==> src/verilog/adcc_pkg.sv <==
package adcc_pkg;

  // Special-function bus map
  localparam logic [7:0] ADDR_CONTROL = 8'he8;
  localparam logic [7:0] PAGE_CONTROL = 8'h00;
  localparam logic [7:0] ADDR_POWER_UP = 8'hba;
  localparam logic [7:0] PAGE_POWER_UP = 8'h0f;

  // Control register field positions
  localparam int BIT_ENABLE = 7;
  localparam int BIT_BURST = 6;
  localparam int BIT_DONE = 5;
  localparam int BIT_BUSY = 4;
  localparam int BIT_WINDOW = 3;
  localparam int SRC_MSB = 2;
  localparam int SRC_LSB = 0;

  // Power-up time register field positions
  localparam int BIT_LOW_POWER = 7;
  localparam int PWR_MSB = 3;
  localparam int PWR_LSB = 0;

  // Values after reset
  localparam logic [7:0] RST_CONTROL = 8'h00;
  localparam logic [7:0] RST_POWER_UP = 8'h0f;

  // Start-source codes
  localparam logic [2:0] SRC_SOFTWARE = 3'h0;
  localparam logic [2:0] SRC_TIMER0 = 3'h1;
  localparam logic [2:0] SRC_TIMER2 = 3'h2;
  localparam logic [2:0] SRC_TIMER3 = 3'h3;

  // Converter clocks per result
  localparam int CLK_W = 6;
  localparam logic [CLK_W-1:0] CLKS_8BIT = 6'h0b;
  localparam logic [CLK_W-1:0] CLKS_10BIT = 6'h0d;
  localparam logic [CLK_W-1:0] CLKS_12BIT = 6'h34;
  localparam int DIV_W = 5;

  // Burst repeat counts
  localparam int RPT_W = 7;
  localparam logic [RPT_W-1:0] RPT_1 = 7'h01;
  localparam logic [RPT_W-1:0] RPT_4 = 7'h04;
  localparam logic [RPT_W-1:0] RPT_8 = 7'h08;
  localparam logic [RPT_W-1:0] RPT_16 = 7'h10;
  localparam logic [RPT_W-1:0] RPT_32 = 7'h20;
  localparam logic [RPT_W-1:0] RPT_64 = 7'h40;

  // Power-up wait: one unit per step of the power-up field
  localparam int CLK_PERIOD_NS = 25;
  localparam int PWRUP_UNIT_NS = 200;
  localparam int PWRUP_UNIT_CYC = (PWRUP_UNIT_NS + CLK_PERIOD_NS - 1) / CLK_PERIOD_NS;
  localparam int PWRUP_W = 8;

  typedef enum logic [1:0] {
    ST_IDLE = 2'b00,
    ST_POWER_UP = 2'b01,
    ST_CONVERT = 2'b11
  } adcc_state_e;

endpackage

==> src/verilog/adcc_conv_if.sv <==
`timescale 1ns/1ps
`default_nettype none

interface adcc_conv_if;
  logic start;
  logic [adcc_pkg::CLK_W-1:0] clocks;
  logic [adcc_pkg::DIV_W-1:0] div;
  logic done;

  modport ctl (output start, output clocks, output div, input done);
  modport seq (input start, input clocks, input div, output done);
endinterface

`default_nettype wire

==> src/verilog/adcc_conv_seq.sv <==
`timescale 1ns/1ps
`default_nettype none

// Counts converter clocks for one result; the converter clock is the
// system clock divided by div+1.
module adcc_conv_seq (
  // Clock and reset
  input wire logic i_clk,
  input wire logic i_rst,
  // Sequencer side of the conversion link
  adcc_conv_if.seq bus
);

  logic [adcc_pkg::DIV_W-1:0] div_q;
  logic [adcc_pkg::CLK_W-1:0] left_q;
  logic busy_q;
  logic done_q;

  wire sar_tick = (div_q == '0);
  wire last_clock = (left_q == adcc_pkg::CLK_W'(1));

  assign bus.done = done_q;

  always_ff @(posedge i_clk or posedge i_rst)
  begin
    if (i_rst)
    begin
      div_q <= '0;
      left_q <= '0;
      busy_q <= 1'b0;
      done_q <= 1'b0;
    end
    else
    begin
      done_q <= 1'b0;
      if (bus.start)
      begin
        busy_q <= 1'b1;
        left_q <= bus.clocks;
        div_q <= bus.div;
      end
      else if (busy_q)
      begin
        if (sar_tick)
        begin
          div_q <= bus.div;
          left_q <= left_q - adcc_pkg::CLK_W'(1);
          if (last_clock)
          begin
            busy_q <= 1'b0;
            done_q <= 1'b1;
          end
        end
        else
        begin
          div_q <= div_q - adcc_pkg::DIV_W'(1);
        end
      end
    end
  end

endmodule

`default_nettype wire

==> src/verilog/adcc_control.sv <==
// Function
// - Low power bit selects reduced bias
// - Eleven, thirteen or fifty-two converter clocks
// - Enable bit seven: shutdown or ready
// - Bit six selects burst or single
// - Done flag after conversion or burst
// - Done flag held until software clears
// - Busy write starts only in software mode
// - Window hit flag when result in window
// - Codes one to three pick timers
// - Top code bit picks external rising edge
// - Source field bits two to zero
// - Control at e8, bit-addressable, reset zero
// - Burst runs repeat count per start
// - Burst without enable powers up first
// - Window compare waits for whole burst
`timescale 1ns/1ps
`default_nettype none

module adcc_control (
  // Clock and reset
  input wire logic i_clk,
  input wire logic i_rst,
  // Special-function bus
  input wire logic [7:0] i_sfr_page,
  input wire logic [7:0] i_sfr_addr,
  input wire logic i_sfr_wr,
  input wire logic [7:0] i_sfr_wdata,
  input wire logic i_sfr_bit_wr,
  input wire logic [7:0] i_sfr_bit_addr,
  input wire logic i_sfr_bit_val,
  output logic [7:0] o_sfr_rdata,
  // Settings held in neighbouring registers
  input wire logic i_eight_bit,
  input wire logic i_twelve_bit,
  input wire logic [2:0] i_repeat_code,
  input wire logic [4:0] i_sar_div,
  // Start sources
  input wire logic i_timer0_ovf,
  input wire logic i_timer2_ovf,
  input wire logic i_timer3_ovf,
  input wire logic i_external_start_pin,
  // Result and window bounds
  input wire logic [15:0] i_result,
  input wire logic [15:0] i_greater_than,
  input wire logic [15:0] i_less_than,
  // Converter and status
  output logic o_converter_power,
  output logic o_low_power_bias,
  output logic o_conv_active,
  output logic o_sample_done,
  output logic o_conversion_done_flag,
  output logic o_window_hit_flag
);

  adcc_conv_if conv ();

  adcc_conv_seq u_seq (
    .i_clk(i_clk),
    .i_rst(i_rst),
    .bus(conv.seq)
  );

  // External start pin: two-stage synchroniser, then edge detect
  logic ext_meta_q;
  logic ext_sync_q;
  logic ext_prev_q;

  always_ff @(posedge i_clk or posedge i_rst)
  begin
    if (i_rst)
    begin
      ext_meta_q <= 1'b0;
      ext_sync_q <= 1'b0;
      ext_prev_q <= 1'b0;
    end
    else
    begin
      ext_meta_q <= i_external_start_pin;
      ext_sync_q <= ext_meta_q;
      ext_prev_q <= ext_sync_q;
    end
  end

  // A start is seen three clocks after the pin rises; a pin pulse
  // shorter than one clock may be missed
  wire ext_rise = ext_sync_q & ~ext_prev_q;

  // Register decode
  logic [7:0] ctl_q;
  logic [7:0] pwr_q;
  logic done_q;
  logic win_q;
  adcc_pkg::adcc_state_e state_q;

  wire ctl_page = (i_sfr_page == adcc_pkg::PAGE_CONTROL);
  wire ctl_byte_wr = i_sfr_wr & ctl_page & (i_sfr_addr == adcc_pkg::ADDR_CONTROL);
  wire ctl_bit_wr = i_sfr_bit_wr & ctl_page
    & (i_sfr_bit_addr[7:3] == adcc_pkg::ADDR_CONTROL[7:3]);
  wire pwr_wr = i_sfr_wr & (i_sfr_page == adcc_pkg::PAGE_POWER_UP)
    & (i_sfr_addr == adcc_pkg::ADDR_POWER_UP);
  wire [7:0] bit_mask = 8'h01 << i_sfr_bit_addr[2:0];
  wire [7:0] wr_mask = ctl_byte_wr ? 8'hff : (ctl_bit_wr ? bit_mask : 8'h00);
  wire [7:0] wr_data = ctl_byte_wr ? i_sfr_wdata : {8{i_sfr_bit_val}};

  // Only enable, burst and source bits are plain storage
  wire [7:0] plain_mask = 8'hc7;
  wire [7:0] ctl_d = ((ctl_q & ~wr_mask) | (wr_data & wr_mask)) & plain_mask;

  wire conv_enable = ctl_q[adcc_pkg::BIT_ENABLE];
  wire burst_mode_on = ctl_q[adcc_pkg::BIT_BURST];
  wire [2:0] start_source_select = ctl_q[adcc_pkg::SRC_MSB:adcc_pkg::SRC_LSB];

  wire done_clear = wr_mask[adcc_pkg::BIT_DONE] & ~wr_data[adcc_pkg::BIT_DONE];
  wire win_clear = wr_mask[adcc_pkg::BIT_WINDOW] & ~wr_data[adcc_pkg::BIT_WINDOW];

  // Start-source selection; the stored source field decides, so a byte
  // write that changes the source to software and sets busy together starts nothing
  wire sw_start = wr_mask[adcc_pkg::BIT_BUSY] & wr_data[adcc_pkg::BIT_BUSY]
    & (start_source_select == adcc_pkg::SRC_SOFTWARE);
  wire timer_start =
    ((start_source_select == adcc_pkg::SRC_TIMER0) & i_timer0_ovf)
    | ((start_source_select == adcc_pkg::SRC_TIMER2) & i_timer2_ovf)
    | ((start_source_select == adcc_pkg::SRC_TIMER3) & i_timer3_ovf);
  wire trigger = start_source_select[2] ? ext_rise : (sw_start | timer_start);

  // Starts arriving mid-burst are dropped; software keeps them spaced
  wire idle = (state_q == adcc_pkg::ST_IDLE);
  wire start_ok = trigger & idle & (conv_enable | burst_mode_on);

  // Repeat count decode; reserved codes fall back to one
  wire [adcc_pkg::RPT_W-1:0] repeat_total =
    (i_repeat_code == 3'h1) ? adcc_pkg::RPT_4 :
    (i_repeat_code == 3'h2) ? adcc_pkg::RPT_8 :
    (i_repeat_code == 3'h3) ? adcc_pkg::RPT_16 :
    (i_repeat_code == 3'h4) ? adcc_pkg::RPT_32 :
    (i_repeat_code == 3'h5) ? adcc_pkg::RPT_64 : adcc_pkg::RPT_1;
  wire [adcc_pkg::RPT_W-1:0] run_total = burst_mode_on ? repeat_total : adcc_pkg::RPT_1;

  // Converter clocks per result
  assign conv.clocks = i_twelve_bit ? adcc_pkg::CLKS_12BIT :
    (i_eight_bit ? adcc_pkg::CLKS_8BIT : adcc_pkg::CLKS_10BIT);
  assign conv.div = i_sar_div;

  // Power-up wait from the power-up time field, in whole system clocks
  // rounded up, so a slower clock only lengthens the wait
  wire [4:0] pwr_steps = {1'b0, pwr_q[adcc_pkg::PWR_MSB:adcc_pkg::PWR_LSB]} + 5'h01;
  wire [adcc_pkg::PWRUP_W-1:0] pwr_wait =
    adcc_pkg::PWRUP_W'(pwr_steps * adcc_pkg::PWRUP_UNIT_CYC) - adcc_pkg::PWRUP_W'(1);

  // Window test; a reversed pair of bounds selects the outside region
  wire bounds_normal = (i_less_than > i_greater_than);
  wire above_gt = (i_result > i_greater_than);
  wire below_lt = (i_result < i_less_than);
  wire in_window = bounds_normal ? (above_gt & below_lt) : (above_gt | below_lt);

  // Sequencing
  logic [adcc_pkg::RPT_W-1:0] left_q;
  logic [adcc_pkg::PWRUP_W-1:0] wait_q;
  logic conv_start_q;
  logic run_end;
  adcc_pkg::adcc_state_e state_d;

  assign conv.start = conv_start_q;

  wire last_result = (left_q == adcc_pkg::RPT_W'(1));
  wire wait_over = (wait_q == '0);

  always_comb
  begin
    state_d = state_q;
    run_end = 1'b0;
    unique case (state_q)
      adcc_pkg::ST_IDLE:
      begin
        if (start_ok)
        begin
          if (burst_mode_on & ~conv_enable)
          begin
            state_d = adcc_pkg::ST_POWER_UP;
          end
          else
          begin
            state_d = adcc_pkg::ST_CONVERT;
          end
        end
      end
      adcc_pkg::ST_POWER_UP:
      begin
        if (wait_over)
        begin
          state_d = adcc_pkg::ST_CONVERT;
        end
      end
      adcc_pkg::ST_CONVERT:
      begin
        if (conv.done & last_result)
        begin
          state_d = adcc_pkg::ST_IDLE;
          run_end = 1'b1;
        end
      end
      default:
      begin
        state_d = adcc_pkg::ST_IDLE;
      end
    endcase
  end

  wire go_convert = (start_ok & ~(burst_mode_on & ~conv_enable))
    | ((state_q == adcc_pkg::ST_POWER_UP) & wait_over);
  wire next_in_burst = (state_q == adcc_pkg::ST_CONVERT) & conv.done & ~last_result;

  always_ff @(posedge i_clk or posedge i_rst)
  begin
    if (i_rst)
    begin
      state_q <= adcc_pkg::ST_IDLE;
      left_q <= '0;
      wait_q <= '0;
      conv_start_q <= 1'b0;
    end
    else
    begin
      state_q <= state_d;
      conv_start_q <= go_convert | next_in_burst;
      if (start_ok)
      begin
        left_q <= run_total;
        wait_q <= pwr_wait;
      end
      else if (next_in_burst)
      begin
        left_q <= left_q - adcc_pkg::RPT_W'(1);
      end
      else if ((state_q == adcc_pkg::ST_POWER_UP) & ~wait_over)
      begin
        wait_q <= wait_q - adcc_pkg::PWRUP_W'(1);
      end
    end
  end

  // Registers; a hardware set wins over a clear in the same cycle
  always_ff @(posedge i_clk or posedge i_rst)
  begin
    if (i_rst)
    begin
      ctl_q <= adcc_pkg::RST_CONTROL;
      pwr_q <= adcc_pkg::RST_POWER_UP;
      done_q <= 1'b0;
      win_q <= 1'b0;
    end
    else
    begin
      ctl_q <= ctl_d;
      if (pwr_wr)
      begin
        pwr_q <= i_sfr_wdata & 8'h8f;
      end
      done_q <= run_end | (done_q & ~done_clear);
      win_q <= (run_end & in_window) | (win_q & ~win_clear);
    end
  end

  // Read data and outputs
  wire [7:0] ctl_read = {conv_enable, burst_mode_on, done_q, ~idle, win_q,
    start_source_select};
  wire [7:0] rdata_d = (ctl_page & (i_sfr_addr == adcc_pkg::ADDR_CONTROL)) ? ctl_read :
    (((i_sfr_page == adcc_pkg::PAGE_POWER_UP) & (i_sfr_addr == adcc_pkg::ADDR_POWER_UP))
    ? pwr_q : 8'h00);

  always_ff @(posedge i_clk or posedge i_rst)
  begin
    if (i_rst)
    begin
      o_sfr_rdata <= 8'h00;
      o_converter_power <= 1'b0;
      o_low_power_bias <= 1'b0;
      o_conv_active <= 1'b0;
      o_sample_done <= 1'b0;
      o_conversion_done_flag <= 1'b0;
      o_window_hit_flag <= 1'b0;
    end
    else
    begin
      o_sfr_rdata <= rdata_d;
      o_converter_power <= conv_enable | (state_d != adcc_pkg::ST_IDLE);
      o_low_power_bias <= pwr_q[adcc_pkg::BIT_LOW_POWER];
      o_conv_active <= (state_d == adcc_pkg::ST_CONVERT);
      o_sample_done <= conv.done;
      o_conversion_done_flag <= run_end | (done_q & ~done_clear);
      o_window_hit_flag <= (run_end & in_window) | (win_q & ~win_clear);
    end
  end

endmodule

`default_nettype wire

==> config.mk <==
export PLATFORM = sky130hd
export DESIGN_NAME = adcc_control
export DESIGN_NICKNAME = d
export VERILOG_FILES = /design/src/verilog/adcc_pkg.sv /design/src/verilog/adcc_conv_if.sv /design/src/verilog/adcc_conv_seq.sv /design/src/verilog/adcc_control.sv
export SDC_FILE = /design/constraint.sdc
export NUM_CORES = 1
export LEC_CHECK = 0
export ABC_AREA = 1
export ABC_CLOCK_PERIOD_IN_PS = 2350
export BUFFER_PORTS_ARGS = -buffer_cell sky130_fd_sc_hd__buf_2
export CORE_ASPECT_RATIO = 0.8
export CORE_MARGIN = 8
export CORE_UTILIZATION = 54
export CTS_CLUSTER_DIAMETER = 120
export DETAILED_ROUTE_END_ITERATION = 8
export PLACE_DENSITY = 0.81
export SLEW_MARGIN = 20
export SYNTH_ARGS = -nofsm -noshare
export SYNTH_HDL_FRONTEND = slang
export SYNTH_SLANG_ARGS = --single-unit
==> constraint.sdc <==
create_clock -name i_clk -period 2.35 [get_ports i_clk]
set_clock_uncertainty 0.1 [all_clocks]
set_input_delay 0.47 -clock i_clk [delete_from_list [all_inputs] [get_ports i_clk]]
set_output_delay 0.47 -clock i_clk [all_outputs]
set_load 0.01 [all_outputs]
==> summary by stage, run 1 <==
Detailed routing
The total via count after detailed routing is between 4000 and 5000. The detail-routed via count per cell is 5.201. The final wirelength is 11400 µm. The first-pass iteration count of the detailed router is 4. Once detail routing completed, the nets flagged for antenna violations numbered 0.

The routed wire length per instance is approximately 13 µm. For this run, design rule violations remaining after detail routing come to 0. After the first detailed-routing iteration, the DRC count stood at approximately 270.

Pwr
Dividing total power by cell area gives a power density of between 500 and 600 nW/µm². The leakage power figure is around 2.9 nW. IR analysis of the VDD net gives a maximum drop of about 0.44 mV.

Finish
The number of antenna cells inserted is 0. At the end of the flow the core is filled with cells to 0.6785. The area growth from synthesis to layout is 21.70%. Of the cells placed in the final design, the portion with a size suffix greater than 1 is 0.2138.

Fill cells in the final layout number ~670. The final layout contains 888 nets.

Setup path
At the worst endpoint, the arrival time is about 2.1 ns. Data on the critical path is required at its endpoint by approximately 2.5 ns. The type of element capturing the critical path is a register. The category of the most critical setup path is reg -> reg. In this run the worst path has a maximum fanout of 6. The worst register-to-register path has a depth of 13. STA classifies the critical path startpoint as a register.

Logic synthesis
Yosys mapped a number of flops with a built-in enable equal to 0. The share of the Yosys chip area taken by registers is 0.3272. In this run, synthesis produced a sequential element count of 58. The yosys synthesis warning count is 0.

The number of nets produced by synthesis is 759. The number of instances in the synthesized netlist is between 600 and 700. The synthesized netlist contains 36 unique library cells. By area the synthesized netlist is led by sky130_fd_sc_hd__dfrtp_1, sky130_fd_sc_hd__ha_1, sky130_fd_sc_hd__inv_1, sky130_fd_sc_hd__nand2_1, sky130_fd_sc_hd__nor2_1.

The top flip-flop cell by instance count after synthesis is sky130_fd_sc_hd__dfrtp_1. In this run the mean area of a mapped cell was approximately 7.3 µm². In the synthesized netlist the async set-or-reset flop fraction comes to 1.000. The cell type with the largest total area after synthesis is sky130_fd_sc_hd__dfrtp_1. Of the post-synthesis cell area, the dominant cell type holds 0.3036.

The post-synthesis instance area is around 4500 µm². After synthesis, the most frequently instantiated cells are sky130_fd_sc_hd__inv_1, sky130_fd_sc_hd__nand2_1, sky130_fd_sc_hd__nor2_1, sky130_fd_sc_hd__dfrtp_1, sky130_fd_sc_hd__ha_1. sky130_fd_sc_hd__inv_1 is the most common cell in the netlist.

Floorplan
The placement row count is 29. The initial utilization of the core area, before any placement, comes to 0.5575. The core outline area is around 8000 µm². The die covers approximately 11000 µm². The die is 97.20 µm tall. The number of primary I/O pins is about 110. Measured along the x axis, the die boundary spans roughly 120 µm.

STA
The clock period minus worst slack is about 2.0 ns. The number of hold violations in the final report is 0. Headroom to the max-slew limit came out at 0.6908. The total setup violations reported at the end of the flow is 0.

Static timing analysis puts the maximum clock frequency at 496.6 MHz. The sum of negative setup slack is 0 ns. Setup repair after global routing left no endpoint under its margin. The number of max-slew violations in the final report is 0. Dividing the final minimum period by the clock period gives 0.8568.

The pin slew with the least headroom to its limit is around 0.46 ns.

Place
Routability-driven placement finished with a final weighted congestion of 0.9417. The HPWL reported at the end of detailed placement is between 9000 and 10000 µm. The total of buffers placed on input and output ports is roughly 110.

Clock tree
After clock tree synthesis, the clock-pin slew on the worst setup and hold paths is 0.07 ns. The number of H-tree levels is 3. The sink count of the clock tree is just under 60. The tree is rooted in a sky130_fd_sc_hd__clkbuf_8. For the worst-skew pair, the clock arrives at the later sink with an insertion delay of ~0.34 ns. Once the clock tree was built, the resizer swapped 0 gates to a different size. In this run, CTS created clock tree buffers numbering 9. TritonCTS built the clock tree. Once the clock tree was built, the setup fixing pass inserted 0 buffers.

The maximum root-to-sink buffer count is 2. The count of hold-fix buffers inserted at cts is 0.

Global routing
Entering global routing, the biggest net connects between 50 and 60 pins. Global routing finished with a remaining overflow of 0. For this run, the total global-route usage over all layers was measured as 0.1986.

The via count of the first global-routing pass is ~4400. The global-route wire length before repair is 19430 µm. The initial antenna violation count is 0.

Status
The run finished with clean final reports.

Job
The number of max-capacitance violations reported is 0.

Hold path
The min-delay analysis places its worst path in the category in -> async.
through the flow:
stage / worst slack (ns) / area (µm²) / cells / power [mW] / hold slack [ns]
floorplan: 0.3586 / 4451 / 606 / 1.794 / 0.2312
global placement: 0.1906 / 5200 / 832 / 2.012 / 0.2475
detailed placement: 0.1274 / 5200 / 832 / 2.075 / 0.2693
CTS: 0.3557 / 5416 / 847 / 3.092 / 0.08797
global route: 0.1211 / 5416 / 847 / 3.292 / 0.1059
finish: 0.3364 / 5416 / 847 / 3.075 / 0.08717
area by class of cell:
type / instances / area (µm²) / area share
inverter: 121 / 454.2 / 0.08385
tap: 108 / 135.1 / 0.02495
timing repair buffer: 121 / 640.6 / 0.1183
multi-input combinational: 424 / 2514 / 0.4641
sequential: 58 / 1456 / 0.2689
clock buffer: 10 / 137.6 / 0.02541
clock inverter: 5 / 78.83 / 0.01455
where the power goes:
group          total, mW  internal (mW)  switching, mW
combinational      0.846          0.351          0.495
sequential          1.23           1.13          0.101
clock               1.00          0.617          0.385
total               3.07           2.09          0.981
cell usage in the layout, fill, tap and decap left out, types with 3 or more instances in the layout:
cell                       instances
sky130_fd_sc_hd__inv_1           119
sky130_fd_sc_hd__nand2_1         114
sky130_fd_sc_hd__buf_2           112
sky130_fd_sc_hd__nor2_1           61
sky130_fd_sc_hd__ha_1             54
sky130_fd_sc_hd__dfrtp_1          54
sky130_fd_sc_hd__o21ai_0          39
sky130_fd_sc_hd__nand3_1          38
sky130_fd_sc_hd__a21oi_1          30
sky130_fd_sc_hd__nor3_1           17
sky130_fd_sc_hd__nand4_1          11
sky130_fd_sc_hd__xor2_1           11
sky130_fd_sc_hd__clkbuf_8         10
sky130_fd_sc_hd__buf_4             8
sky130_fd_sc_hd__nor4_1            5
sky130_fd_sc_hd__o21ai_1           5
sky130_fd_sc_hd__o221ai_1          5
sky130_fd_sc_hd__nor2_4            4
sky130_fd_sc_hd__nand2_2           4
sky130_fd_sc_hd__xnor2_1           4
sky130_fd_sc_hd__dfstp_2           4
sky130_fd_sc_hd__o211ai_1          3
sky130_fd_sc_hd__o22ai_1           3
worst max-delay path, cell delays in order, from the launching register on:
cell                      delay [ns]
sky130_fd_sc_hd__dfrtp_1        0.39
sky130_fd_sc_hd__inv_1          0.08
sky130_fd_sc_hd__ha_1           0.14
sky130_fd_sc_hd__inv_1          0.05
sky130_fd_sc_hd__nor2_1         0.14
sky130_fd_sc_hd__nand2_1        0.09
sky130_fd_sc_hd__nor2_1         0.09
sky130_fd_sc_hd__inv_1          0.07
sky130_fd_sc_hd__nand2_1        0.09
sky130_fd_sc_hd__inv_1          0.13
sky130_fd_sc_hd__nor2_4         0.12
sky130_fd_sc_hd__o21ai_0        0.19
sky130_fd_sc_hd__a21oi_1        0.17
sky130_fd_sc_hd__a21oi_1        0.05
layer usage:
| layer | vias to the layer above | track usage | wire (µm) |
|---|---|---|---|
| li1 | 2231 | - | - |
| met2 | 152 | 0.3276 | 5331 |
| met1 | 2008 | 0.2395 | 5025 |
| met4 | 0 | 0.04912 | 143 |
| met3 | 14 | 0.07433 | 895 |
| met5 | - | 0 | 0 |
path summary, 6_finish.rpt:
check | start | end | slack, ns
max | u_seq.div_q[0] | u_seq.left_q[0] | 0.34
min | i_rst | ext_sync_q | 0.09
max reg2reg | u_seq.div_q[0] | u_seq.left_q[0] | 0.34
min reg2reg | ext_meta_q | ext_sync_q | 0.27
max in group asynchronous | i_rst | pwr_q[1] | 1.76
min in group i_clk | i_external_start_pin | ext_meta_q | 0.15
registers in the layout (all words and copies together) (netlist names), 2 cells and up, named ones only:
register	count
o_sfr_rdata	8
u_seq.left_q	6
u_seq.div_q	5
wait_q	8
state_q	2
left_q	7
pwr_q	5
kinds of logic (layout without fill, tap and decap cells):
| group | after synthesis | in the layout | share of synthesized area |
|---|---|---|---|
| DFF | 58 | 58 | 0.3272 |
| adders and majority gates | 54 | 54 | 0.1518 |
| and+or+nand+nor | 261 | 261 | 0.2648 |
| buffers and inverters | 124 | 257 | 0.1080 |
| AOI/OAI and AO/OA | 94 | 94 | 0.1186 |
| xor gates and xnor gates | 15 | 15 | 0.02952 |
Power figures use the tool's default switching activity.
==> run 2: changes to the inputs <==
Settings changed: CORE_MARGIN 8 to 4.
==> run 2 against run 1 <==
- via count decreased by 1.6%
- sequential share of layout area increased by 0.24 points
- maximum frequency decreased by 0.26%
- non-clock buffer count decreased by 2
- count of clock-buffer cells in the layout decreased by 1
- routed wire length decreased by 5.0%
- critical path type unchanged
- critical endpoint is now wait_q[3]
- highest routed layer unchanged
==> summary by stage, run 2 (synthesized netlist as in run 1, its figures left out) <==
STA
The achievable frequency came to 495.3 MHz (was 496.6 MHz). The sum of negative setup slack was 0 ns (unchanged). Unrepaired setup endpoints after global routing: no (unchanged). The clock period minus worst slack is 2.019 ns (was 2.014 ns). The total setup violations reported at the end of the flow was 0 (unchanged). The number of hold violations in the final report is 0 (unchanged). The pin slew with the least headroom to its limit is 0.5688 ns (was 0.4595 ns). The final period utilization is 0.8591 (was 0.8568).

The worst-case headroom to the max-slew limit came to 0.6203 (was 0.6908). The number of max-slew violations in the final report came to 0 (unchanged).

Clock tree
The clock tree root driver cell is sky130_fd_sc_hd__clkbuf_8 (unchanged). The post-cts repair resize count is 0 (unchanged). The worst-skew pair later-pin latency is 0.34 ns (about the same). The CTS tree is done (unchanged). The sink count of the clock tree came to 58 (unchanged). The buffers inserted during post-CTS setup optimization came to 0 (unchanged). The count of hold-fix buffers inserted at cts was 0 (unchanged). The total CTS buffers is 9 (unchanged). The maximum root-to-sink buffer count is 2 (unchanged). The number of H-tree levels is 3 (unchanged). The clock slew at the register clock pins of the worst setup and hold paths is 0.06 ns (was 0.07 ns).

Job
The number of max-capacitance violations reported is 0 (unchanged).

Global routing
The global-route wire length before repair is 18240 µm (was 19430 µm). The largest net degree at the start of global routing was 34 (was 59). The via count of the first global-routing pass was 4208 (was 4398). The global router's overall resource usage is 0.2349 (was 0.1986). The aggregate global routing overflow came to 0 (unchanged).

The initial antenna violation count is 0 (unchanged).

Status
Status: finished clean (unchanged).

Pwr
The clock share of power is 0.298 (was 0.326). The power share of the sequential group was 0.420 (was 0.399). The switching portion of total power is 0.3308 (was 0.3190).

The switching power of the nets is 0.9652 mW (was 0.9810 mW). The internal power contribution is 1.952 mW (was 2.094 mW). The overall power came to 2.918 mW (was 3.075 mW).

The combinational share of power was 0.283 (was 0.275). The total power density per cell area is 543.5 nW/µm² (was 567.7 nW/µm²). The leakage power figure is 2.913 nW (was 2.935 nW). The worst-case vdd ir drop is 0.4215 mV (was 0.4434 mV).

Floorplan
The die area is 9767 µm² (was 11420 µm²). The initial core utilization was 0.5575 (unchanged). The die width came to 109.5 µm (was 117.5 µm). The number of primary I/O pins is 113 (unchanged). The y dimension of the die is 89.20 µm (was 97.20 µm). The core outline area is 7983 µm² (unchanged).

The placement row count is 29 (unchanged).

Finish
The post-route core utilization came to 0.6724 (was 0.6785). The layout overhead on the synthesized area came to 20.61% (was 21.70%). Largest registers: o_sfr_rdata x8, wait_q x8, left_q x7 (unchanged). The final-stage net count is 886 (was 888).

The leading cell type in the layout, fill and taps excluded is sky130_fd_sc_hd__inv_1 (unchanged). The number of antenna cells inserted is 0 (unchanged). Top library cells by usage in the layout, fill and taps aside: sky130_fd_sc_hd__inv_1, sky130_fd_sc_hd__nand2_1, sky130_fd_sc_hd__buf_2 (unchanged). The share of cells above drive strength 1 came to 0.2117 (was 0.2138).

Setup path
The data required time of the critical path is 2.48 ns (was 2.47 ns). Cells traversed along the worst timing path: inv_1, ha_1, nand2_1, nor2_1, inv_1, nor2_1, nor2_1, inv_1, nand2_1, inv_1, nand2_1, nand2_1 (was inv_1, ha_1, inv_1, nor2_1, nand2_1, nor2_1, inv_1, nand2_1, inv_1, nor2_4, o21ai_0, a21oi_1, a21oi_1). The critical-path maximum fanout is 6 (unchanged).

The type of element capturing the critical path is a register (unchanged). The worst-case register-to-register setup slack came to 0.33 ns (was 0.34 ns). The stage delay of the slowest cell on the critical path is 0.34 ns (was 0.39 ns). The startpoint kind of the worst setup timing path is a register (unchanged). The cell depth of the worst flop-to-flop path is 12 (was 13). The data arrival time of the critical path is 2.15 ns (was 2.13 ns). The category of the most critical setup path is reg -> reg (unchanged). The cell with the biggest individual delay on the critical path is sky130_fd_sc_hd__dfrtp_1 (unchanged).

Detailed routing
The violation count after the first detailed-route iteration is 231 (was 274). The routed wire length per instance is 12.81 µm (was 13.45 µm). The number of design rule violations left after detail routing is 0 (unchanged).

The remaining antenna violation count after routing came to 0 (unchanged). The total via count after detailed routing is 4333 (was 4405). The first-pass iteration count of the detailed router is 5 (was 4). The final wirelength was 10820 µm (was 11400 µm). The detail-routed via count per cell is 5.128 (was 5.201).

Place
The total of buffers placed on input and output ports came to 112 (unchanged). The HPWL reported at the end of detailed placement is 9035 µm (was 9373 µm). The final estimated routing congestion in global placement is 0.8556 (was 0.9417).

Hold path
The path category of the worst min-delay check is in -> async (unchanged).
==> run 2: cell count changes in the layout (fill, tap and decap cells not counted) <==
cell / change
sky130_fd_sc_hd__clkbuf_8: -1
sky130_fd_sc_hd__clkinv_2: +2
sky130_fd_sc_hd__buf_4: -2
sky130_fd_sc_hd__bufinv_16: -1
==> run 2: area by class of cell <==
type,instances,area (µm²)
clock buffer,9,123.9
clock inverter,6,58.81
fill,699,2615
inverter,121,454.2
multi-input combinational,424,2514
sequential,58,1456
tap,108,135.1
timing repair buffer,119,625.6
==> run 2: final timing paths <==
kind                                           start              to
worst max register to register             wait_q[0]       wait_q[3]
worst min-delay path                           i_rst  o_sfr_rdata[3]
worst max-delay path                       wait_q[0]       wait_q[3]
worst min register to register            ext_meta_q      ext_sync_q
min in group i_clk              i_external_start_pin      ext_meta_q
max in group asynchronous                      i_rst  o_sfr_rdata[2]
==> run 2: stage by stage <==
stage               cell area, µm²  worst slack (ns)  hold WS (ns)  cells
floorplan                     4451            0.3586        0.2312    606
global placement              5185            0.1531        0.2464    830
detailed placement            5185           0.07526        0.2464    830
CTS                           5368            0.3616        0.1041    845
global route                  5368            0.1048        0.1200    845
finish                        5368            0.3311       0.08478    845
==> run 2: power by group through the flow <==
stage                     clock network (mW)  registers [mW]  logic (mW)
final                                  0.869            1.22       0.824
after global routing                   0.933            1.24       0.974
after CTS                              0.879            1.22       0.830
after detailed placement                   0            1.24       0.824
after global placement                     0            1.23       0.779
after floorplan                            0            1.21       0.582
==> run 2: per-layer routing <==
layer / global-route usage / share of wire / up-vias
met4: 0.04190 / 0.0077 / 0
met1: 0.3011 / 0.45 / 1954
li1: - / - / 2224
met5: 0 / 0 / -
met3: 0.06282 / 0.074 / 12
met2: 0.4061 / 0.47 / 143
==> run 2: worst max-delay path: cells and delay by family (launching register included) <==
family | cells | cell delay [ns]
flip-flops | 1 | 0.34
buffers and inverters | 4 | 0.40
adder cells (fa/ha/maj) | 1 | 0.22
AND/OR/NAND/NOR | 7 | 0.85
